===== src/dmr_pkg.sv =====
// Shared constants and helpers of the DRAM configuration word block
package dmr_pkg;
  // Clock and timing
  localparam int CLK_PERIOD_NS   = 10;
  localparam int INIT_WINDOW_US  = 200;
  localparam int INIT_CYCLES     =
    (INIT_WINDOW_US * 1000 + CLK_PERIOD_NS - 1) / CLK_PERIOD_NS;
  localparam int DLL_LOCK_CYCLES = 512;
  // Widths
  localparam int WORD_W = 13;
  localparam int PIN_W  = 8;
  // Bank codes on the first address beat {BA2,BA1,BA0}
  localparam logic [2:0] BANK_BASE = 3'h0;
  localparam logic [2:0] BANK_EXT  = 3'h1;
  localparam logic [2:0] BANK_EXT2 = 3'h2;
  localparam logic [2:0] BANK_EXT3 = 3'h3;
  localparam int FIRST_BANK_LSB    = 5;
  // Base word fields
  localparam int BASE_WR_LSB      = 0;
  localparam int BASE_TEST_BIT    = 7;
  localparam int BASE_DLL_RST_BIT = 8;
  // Extended word fields
  localparam int EXT_IMP_LSB     = 0;
  localparam int EXT_TERM_LSB    = 2;
  localparam int EXT_PRE_LSB     = 4;
  localparam int EXT_DLL_OFF_BIT = 7;
  localparam int EXT_INV_RD_BIT  = 8;
  localparam int EXT_INV_WR_BIT  = 9;
  localparam int EXT_INV_MD_BIT  = 10;
  localparam int EXT_VID_LSB     = 11;
  localparam int EXT3_LPT_BIT    = 5;
  // Encodings
  localparam logic [1:0] TERM_ALL_OFF = 2'h0;
  localparam logic [1:0] TERM_CA_ONLY = 2'h1;
  localparam logic [1:0] TERM_HALF    = 2'h3;
  localparam logic [1:0] IMP_AUTO     = 2'h0;
  // Reset values
  localparam logic [12:0] BASE_RESET = 13'h0000;
  localparam logic [12:0] EXT_RESET  = 13'h0004;
  localparam logic [12:0] EXT2_RESET = 13'h0000;

  // Rebuild A12..A0 from the two address beats
  function automatic logic [12:0] dmr_assemble_op(
    input logic [7:0] first,
    input logic [7:0] second
  );
    dmr_assemble_op = {first[4:0], second[1], second[7], second[6],
                       second[0], second[3], second[4], second[5],
                       second[2]};
  endfunction
endpackage


===== src/dmr_mode_regs.sv =====
// DRAM configuration words written by the register-set command
`timescale 1ns/10ps
`default_nettype none
// Overview of operation
// - Recovery field optional, parameter selects honouring
// - Base bit A7 selects vendor test mode
// - Base bit A8 set starts loop reset
// - Bit A8 clears itself when reset ends
// - Bank code 001 writes extended word
// - Extended words hold until rewritten; self refresh exit clears A7
// - Impedance field picks auto calibration or nominal
// - Termination 00 disables all terminators
// - Termination 01 keeps only command/address
// - 10/11 quarter/half; low-power needs these
// - Init window forces command/address-only termination, low-power off
// - Preamble length from extended bits A6..A4
// - Self refresh exit re-enables the loop
// - Inversion: A8 read, A9 write, A10 mode
// - Second extended word holds driver offsets
// - Bank code 000 writes base word
// - Bank code 010 writes second extended word
module dmr_mode_regs
  import dmr_pkg::*;
#(
  parameter int         INIT_CYCLES_P = INIT_CYCLES,
  parameter int         DLL_CYCLES_P  = DLL_LOCK_CYCLES,
  parameter logic       WR_IMPL       = 1'b1,
  parameter logic [1:0] TERM_DEFAULT  = TERM_CA_ONLY
)(
  // Clock and reset
  input  wire logic        i_ref_clk,
  input  wire logic        i_rst,
  // Command pins from the controller
  input  wire logic        i_ck,
  input  wire logic        i_cke_n,
  input  wire logic        i_cs_n,
  input  wire logic        i_ras_n,
  input  wire logic        i_cas_n,
  input  wire logic        i_we_n,
  input  wire logic [7:0]  i_adr,
  // Stored words
  output logic      [12:0] o_base_mode_word,
  output logic      [12:0] o_extended_config_word,
  output logic      [12:0] o_second_extended_word,
  // Base word functions
  output logic      [2:0]  o_write_recovery,
  output logic             o_test_mode,
  output logic             o_dll_reset,
  // Extended word functions and self refresh status
  output logic             o_auto_calibration,
  output logic             o_data_term_en,
  output logic             o_ca_term_en,
  output logic             o_term_half,
  output logic             o_low_power_termination,
  output logic      [2:0]  o_preamble_len,
  output logic             o_dll_enable,
  output logic             o_bus_inversion_rd,
  output logic             o_bus_inversion_wr,
  output logic             o_bus_inversion_mode,
  output logic      [1:0]  o_vendor_info,
  output logic             o_self_refresh
);
  typedef struct packed {
    logic        ck_q;      // Last sampled link clock
    logic        cke_prev;  // Clock-enable pin at last edge
    logic        pend;      // Second address beat expected
    logic        pend_wr;   // Pending command is a word write
    logic [7:0]  first;     // First address beat
    logic        in_sr;     // Self refresh active
    logic [12:0] base;      // Base word
    logic [12:0] ext;       // Extended word
    logic [12:0] ext2;      // Second extended word
    logic        lpt;       // Third word low-power bit
    logic        data_term; // Data, mask, strobe termination on
    logic        ca_term;   // Command/address termination on
    logic        half;      // Half calibration impedance
    logic        lp_term;   // Low-power termination active
    logic        auto_cal;  // Automatic calibration selected
  } dmr_state_type;

  dmr_state_type s;       // Current state
  dmr_state_type next_s;  // Next state

  logic        sy_ck;     // Synchronised link clock
  logic        sy_cke_n;  // Synchronised clock enable
  logic        sy_cs_n;   // Synchronised chip select
  logic        sy_ras_n;  // Synchronised row strobe
  logic        sy_cas_n;  // Synchronised column strobe
  logic        sy_we_n;   // Synchronised write enable
  logic [7:0]  sy_adr;    // Synchronised address pins
  logic [12:0] op;        // Op-code assembled from both beats
  logic        wr_base;   // Base word write
  logic        wr_ext;    // Extended word write
  logic        wr_ext2;   // Second extended word write
  logic        wr_ext3;   // Third word write
  logic        sr_exit;   // Self refresh exit seen
  logic        dll_start; // Loop reset requested
  logic        dll_done;  // Loop reset finished
  logic        init_busy; // Power-up window running
  logic        ck_rise;   // Rising edge of link clock
  logic [1:0]  term;      // Termination field after forcing

  // All pins pass two flops before use
  dmr_sync #(.W(14)) u_sync (
    .i_ref_clk (i_ref_clk),
    .i_rst     (i_rst),
    .i_async   ({i_ck, i_cke_n, i_cs_n, i_ras_n, i_cas_n, i_we_n,
                 i_adr}),
    .o_sync    ({sy_ck, sy_cke_n, sy_cs_n, sy_ras_n, sy_cas_n,
                 sy_we_n, sy_adr})
  );

  // Power-up window, running from reset release
  dmr_timer #(.COUNT(INIT_CYCLES_P), .START_BUSY(1'b1)) u_init (
    .i_ref_clk (i_ref_clk),
    .i_rst     (i_rst),
    .i_start   (1'b0),
    .o_busy    (init_busy),
    .o_done    ()
  );

  // Loop reset duration
  dmr_timer #(.COUNT(DLL_CYCLES_P), .START_BUSY(1'b0)) u_dll (
    .i_ref_clk (i_ref_clk),
    .i_rst     (i_rst),
    .i_start   (dll_start),
    .o_busy    (),
    .o_done    (dll_done)
  );

  // Decode commands on link clock edges and update words
  always_comb
  begin
    next_s    = s;
    ck_rise   = sy_ck & ~s.ck_q;
    op        = dmr_assemble_op(s.first, sy_adr);
    wr_base   = 1'b0;
    wr_ext    = 1'b0;
    wr_ext2   = 1'b0;
    wr_ext3   = 1'b0;
    sr_exit   = 1'b0;
    dll_start = 1'b0;
    next_s.ck_q = sy_ck;
    if (ck_rise)
    begin
      next_s.cke_prev = sy_cke_n;
      if (s.pend)
      begin
        // Second beat completes the pending command
        next_s.pend = 1'b0;
        if (s.pend_wr)
        begin
          unique case (s.first[7:FIRST_BANK_LSB])
            BANK_BASE: wr_base = 1'b1;
            BANK_EXT:  wr_ext  = 1'b1;
            BANK_EXT2: wr_ext2 = 1'b1;
            BANK_EXT3: wr_ext3 = 1'b1;
            default:   wr_base = 1'b0; // Reserved codes ignored
          endcase
        end
      end
      else if (!s.cke_prev && !sy_cke_n && !sy_cs_n &&
               !(sy_ras_n && sy_cas_n && sy_we_n))
      begin
        // Two-beat command: keep first beat
        next_s.pend     = 1'b1;
        next_s.pend_wr  = !sy_ras_n && !sy_cas_n && !sy_we_n;
        next_s.first    = sy_adr;
      end
      else if (!s.cke_prev && sy_cke_n && !sy_cs_n && !sy_ras_n &&
               !sy_cas_n && sy_we_n)
        next_s.in_sr = 1'b1;
      else if (s.in_sr && s.cke_prev && !sy_cke_n)
      begin
        next_s.in_sr = 1'b0;
        sr_exit      = 1'b1;
      end
    end
    // Loop reset ends: bit clears itself
    if (dll_done)
      next_s.base[BASE_DLL_RST_BIT] = 1'b0;
    // Each write touches only its own word
    if (wr_base)
    begin
      next_s.base = op;
      if (!WR_IMPL)
        next_s.base[BASE_WR_LSB +: 3] = 3'h0;
      dll_start = op[BASE_DLL_RST_BIT];
    end
    if (wr_ext)
      next_s.ext = op;
    if (wr_ext2)
      next_s.ext2 = op;
    if (wr_ext3)
      next_s.lpt = op[EXT3_LPT_BIT];
    // Self refresh exit turns the loop back on
    if (sr_exit)
      next_s.ext[EXT_DLL_OFF_BIT] = 1'b0;
    // Keep command/address termination on during power-up
    if (init_busy)
    begin
      next_s.ext[EXT_TERM_LSB +: 2] = TERM_DEFAULT;
      next_s.lpt = 1'b0;
    end
    // Termination and calibration controls
    term             = next_s.ext[EXT_TERM_LSB +: 2];
    next_s.data_term = term[1];
    next_s.ca_term   = (term != TERM_ALL_OFF);
    next_s.half      = (term == TERM_HALF);
    next_s.lp_term   = next_s.lpt & term[1];
    next_s.auto_cal  =
      (next_s.ext[EXT_IMP_LSB +: 2] == IMP_AUTO);
  end

  // Register the whole state
  always_ff @(posedge i_ref_clk)
  begin
    if (i_rst)
    begin
      s           <= '0;
      s.base      <= BASE_RESET;
      s.ext       <= EXT_RESET;
      s.ext2      <= EXT2_RESET;
      s.ca_term   <= 1'b1;
      s.auto_cal  <= 1'b1;
    end
    else
      s <= next_s;
  end

  // Outputs straight from state flops
  assign o_base_mode_word        = s.base;
  assign o_extended_config_word  = s.ext;
  assign o_second_extended_word  = s.ext2;
  assign o_write_recovery        = s.base[BASE_WR_LSB +: 3];
  assign o_test_mode             = s.base[BASE_TEST_BIT];
  assign o_dll_reset             = s.base[BASE_DLL_RST_BIT];
  assign o_auto_calibration      = s.auto_cal;
  assign o_data_term_en          = s.data_term;
  assign o_ca_term_en            = s.ca_term;
  assign o_term_half             = s.half;
  assign o_low_power_termination = s.lp_term;
  assign o_preamble_len          =
    s.ext[EXT_PRE_LSB +: 3];
  assign o_dll_enable            = ~s.ext[EXT_DLL_OFF_BIT];
  assign o_bus_inversion_rd      = s.ext[EXT_INV_RD_BIT];
  assign o_bus_inversion_wr      = s.ext[EXT_INV_WR_BIT];
  assign o_bus_inversion_mode    = s.ext[EXT_INV_MD_BIT];
  assign o_vendor_info           = s.ext[EXT_VID_LSB +: 2];
  assign o_self_refresh          = s.in_sr;
endmodule // dmr_mode_regs
`default_nettype wire


===== src/dmr_sync.sv =====
// Two-stage synchroniser for pin inputs
`timescale 1ns/10ps
`default_nettype none
module dmr_sync
  import dmr_pkg::*;
#(
  parameter int W = 1
)(
  // Clock and reset
  input  wire logic         i_ref_clk,
  input  wire logic         i_rst,
  // Asynchronous input and synchronised output
  input  wire logic [W-1:0] i_async,
  output logic      [W-1:0] o_sync
);
  typedef struct packed {
    logic [W-1:0] meta;   // First stage, read only by second
    logic [W-1:0] sync;   // Second stage
  } dmr_sync_type;

  dmr_sync_type s;       // Current state
  dmr_sync_type next_s;  // Next state

  // Shift the pins through both stages
  always_comb
  begin
    next_s      = s;
    next_s.meta = i_async;
    next_s.sync = s.meta;
  end

  // Register the stages
  always_ff @(posedge i_ref_clk)
  begin
    if (i_rst)
      s <= '0;
    else
      s <= next_s;
  end

  assign o_sync = s.sync;
endmodule // dmr_sync
`default_nettype wire


===== src/dmr_timer.sv =====
// Reloadable down-counter giving a busy level and a done pulse
`timescale 1ns/10ps
`default_nettype none
module dmr_timer
  import dmr_pkg::*;
#(
  parameter int   COUNT      = 16,
  parameter logic START_BUSY = 1'b0
)(
  // Clock and reset
  input  wire logic i_ref_clk,
  input  wire logic i_rst,
  // Control and status
  input  wire logic i_start,
  output logic      o_busy,
  output logic      o_done
);
  localparam int CW = $clog2(COUNT + 1);

  typedef struct packed {
    logic [CW-1:0] cnt;   // Cycles left
    logic          busy;  // Interval running
    logic          done;  // End pulse
  } dmr_timer_type;

  dmr_timer_type s;       // Current state
  dmr_timer_type next_s;  // Next state

  // Count down, reload on start
  always_comb
  begin
    next_s      = s;
    next_s.done = 1'b0;
    if (i_start)
    begin
      next_s.cnt  = CW'(COUNT - 1);
      next_s.busy = 1'b1;
    end
    else if (s.busy)
    begin
      if (s.cnt == '0)
      begin
        next_s.busy = 1'b0;
        next_s.done = 1'b1;
      end
      else
        next_s.cnt = s.cnt - 1'b1;
    end
  end

  // Register the counter, loaded at reset whether or not starting busy
  always_ff @(posedge i_ref_clk)
  begin
    if (i_rst)
    begin
      s.cnt  <= CW'(COUNT - 1);
      s.busy <= START_BUSY;
      s.done <= 1'b0;
    end
    else
      s <= next_s;
  end

  assign o_busy = s.busy;
  assign o_done = s.done;
endmodule // dmr_timer
`default_nettype wire


===== config.mk =====
export PLATFORM = sky130hd
export DESIGN_NAME = dmr_mode_regs
export DESIGN_NICKNAME = d
export VERILOG_FILES = /design/src/dmr_pkg.sv /design/src/dmr_mode_regs.sv /design/src/dmr_sync.sv /design/src/dmr_timer.sv
export SDC_FILE = /design/constraint.sdc
export NUM_CORES = 1
export LEC_CHECK = 0
export BUFFER_PORTS_ARGS = -buffer_cell sky130_fd_sc_hd__buf_2
export CAP_MARGIN = 20
export CORE_UTILIZATION = 50
export CTS_CLUSTER_SIZE = 25
export DETAILED_ROUTE_END_ITERATION = 8
export PLACE_DENSITY = 0.75
export SLEW_MARGIN = 40
export SYNTH_ARGS = -nofsm -noshare
export SYNTH_HDL_FRONTEND = slang
export SYNTH_HIERARCHICAL = 1
export SYNTH_SLANG_ARGS = --single-unit

===== constraint.sdc =====
create_clock -name i_ref_clk -period 1.8 [get_ports i_ref_clk]
set_clock_uncertainty 0.1 [all_clocks]
set_input_delay 0.36 -clock i_ref_clk [delete_from_list [all_inputs] [get_ports i_ref_clk]]
set_output_delay 0.36 -clock i_ref_clk [all_outputs]
set_load 0.005 [all_outputs]

==> results.yml <==
sta:
  period_share_pct: 100.2
  period_minus_slack_ns: 1.804
  maxSlewViolCount: 0
  setup_viol: 1
  hold_slack_ns: 0.1128
  rsz0062_at_grt: "true"
  hold_viol: 0
  setup_ws_ns: -0.003644
  tns_ns: -0.003644
  worst_slew_pin_slew_ns: 0.4969
  max_freq_mhz: 554.4
  slew_headroom_pct: 66.75
clock_network:
  clockBufferDepth: 2
  htree_num_levels: 4
  numCtsBuffers: 17
  cts_tree: "done"
  root_buffer: "clkbuf_8"
  clk_pin_slew_ns: 0.05
  cts_sinks: 113
  worstSkewPairLatency_ns: 0.51
worst_hold_path:
  hold_path_end: "u_sync/next_s[9]$_SDFF_PP0_"
  worstHoldPathType: "input port to register"
  hp-start: "i_rst"
  hold_depth: 2
drt:
  remaining_drc_errors: 0
  antenna_left: 0
  via_per_inst: 5.237
  avgRoutedWirePerCell_um: 14.39
  vias: 3535
  drt_iter0_drc: 123
  drt-total-wl_um: 9711
  drt_first_pass_iters: 6
worst_setup_path:
  critical_path_arrival_ns: 2.15
  end_kind: "register"
  r2r_setup_slack_ns: -0.004
  crit_path_max_fanout: 4
  reg2regPathDepth: 4
  start_kind: "register"
  rr_endpoint: "u_init/s[15]$_SDFFE_PP0P_"
  worstPathRequired_ns: 2.15
  timing.rr.start: "u_init/s[4]$_SDFFE_PP1P_"
  path_class: "register to register"
global_routing:
  grt_pass1_vias: 3272
  grt_pass1_wl_um: 15730
  grt_start_max_net_pins: 47
  antenna_found_initial: 0
  grt_overflow_total: 0
  gr-usage-all-layers_pct: 20.79
finish:
  fin_area_mm2: 0.005833
  utilization_pct: 63.43
  nFillCells: 721
  nets: 571
  drive_above_1_share_pct: 34.22
  antenna_cells: 0
  synthToLayoutAreaGrowth_pct: 23.82
power_and_ir_drop:
  p_sw_mw: 1.184
  p_int_mw: 4.779
  p_comb_share_pct: 2.7
  leakage_nw: 2.525
  power_switching_share_pct: 19.86
  p_per_area_mw_per_mm2: 1022
  p_total_mw: 5.963
  clkPwrFrac_pct: 54.3
  power_frac_seq_pct: 43.1
  vdd_drop_max_mv: 0.6002
yosys:
  yosys_warnings: 6
  syn_avg_cell_area_um2: 9.794
  syn-cell-area_mm2: 0.004711
  netlist_instances: 481
run_status:
  status: "finished, violations left"
  violations: "negative setup slack"
die:
  num_rows: 35
  core_region_area_mm2: 0.009196
  ios: 75
  initial_core_util_pct: 51.22
  die_width_um: 99.07
  die-area_mm2: 0.009814
  die_h_um: 99.07
placement:
  hpwl_um: 6282
  io_buffers: 74
  placed_cell_area_mm2: 0.004954
  gp_congestion: 0.7860
job:
  cap_viol_max_count: 0
metal layers:
metal,global-route usage [%],routed length [µm]
met1,25.14,4400
met2,34.59,4743
met3,6.596,480
met4,7.919,87
met5,0,0
placed cells by master (no fill, tap or decap), types with 13 or more instances in the layout:
| cell | count |
|---|---|
| nor2_1 | 50 |
| nor3_1 | 13 |
| nand2_1 | 36 |
| dfxtp_1 | 104 |
| nor2b_1 | 25 |
| buf_2 | 74 |
| clkbuf_16 | 16 |
| buf_4 | 28 |
| a21oi_1 | 21 |
| mux2i_1 | 37 |
| dlygate4sd3_1 | 14 |
power by group through the flow:
stage	clock, mW	combinational, mW	sequential, mW
6_report	3.24	0.159	2.57
5_1_grt	3.42	0.175	2.57
4_1_cts	3.29	0.158	2.57
3_5_place_dp	0	0.131	2.62
3_3_place_gp	0	0.129	2.62
2_1_floorplan	0	0.0869	2.61
worst max path at each step:
stage / cells past startpoint / start / slack, ns / end
3_5_place_dp: 6 / u_init/s[2]$_SDFFE_PP1P_ / -0.06 / u_init/s[3]$_SDFFE_PP1P_
6_report: 4 / u_init/s[4]$_SDFFE_PP1P_ / -0.004 / u_init/s[15]$_SDFFE_PP0P_
2_1_floorplan: 8 / s[51]$_SDFFE_PP0P_ / 0.01 / u_dll/o_done$_SDFF_PP0_
5_1_grt: 4 / u_init/s[11]$_SDFFE_PP1P_ / -0.07 / u_init/s[14]$_SDFFE_PP0P_
3_3_place_gp: 6 / u_init/s[2]$_SDFFE_PP1P_ / 0.004 / u_init/s[3]$_SDFFE_PP1P_
4_1_cts: 4 / u_sync/o_sync[13]$_SDFF_PP0_ / -0.02 / o_term_half$_SDFF_PP0_
through the flow:
stage          instances  worst slack [ns]
2_1_floorplan        482           0.01199
3_3_place_gp         625          0.003946
3_5_place_dp         625          -0.05590
4_1_cts              671          -0.02115
5_1_grt              675          -0.06970
6_report             675         -0.003644
registers in the layout, indices dropped and copies added, names as in the netlist, 5 cells and up:
name,count
u_init/s,15
u_sync/next_s,14
u_sync/o_sync,14
o_base_mode_word,13
o_extended_config_word,13
o_second_extended_word,13
u_dll/s,10
s,8
op,5
final cells by class:
type,count,area [µm²],area share (%)
sequential,113,2276,39.02
multi-input combinational,292,2027,34.75
timing repair buffer,119,772.0,13.23
clock buffer,20,445.4,7.636
tap,111,138.9,2.381
clock inverter,10,136.4,2.338
inverter,10,37.54,0.6435
timing repair:
item | CTS | global route
endpoints found under the setup margin | 9 | 32
gates resized for setup | 15 | 19
hold buffers | 14 | 0
setup buffers | 3 | 4
pin swaps | 5 | 18
endpoints found under the hold margin | 14 | 0
critical path, cell delays in order (launching register included):
cell     delay [ns]
dfxtp_1        0.31
or3_4          0.41
or2_4          0.28
or4_4          0.52
a21oi_2        0.13
No activity file was read; power rests on OpenSTA's default activity.
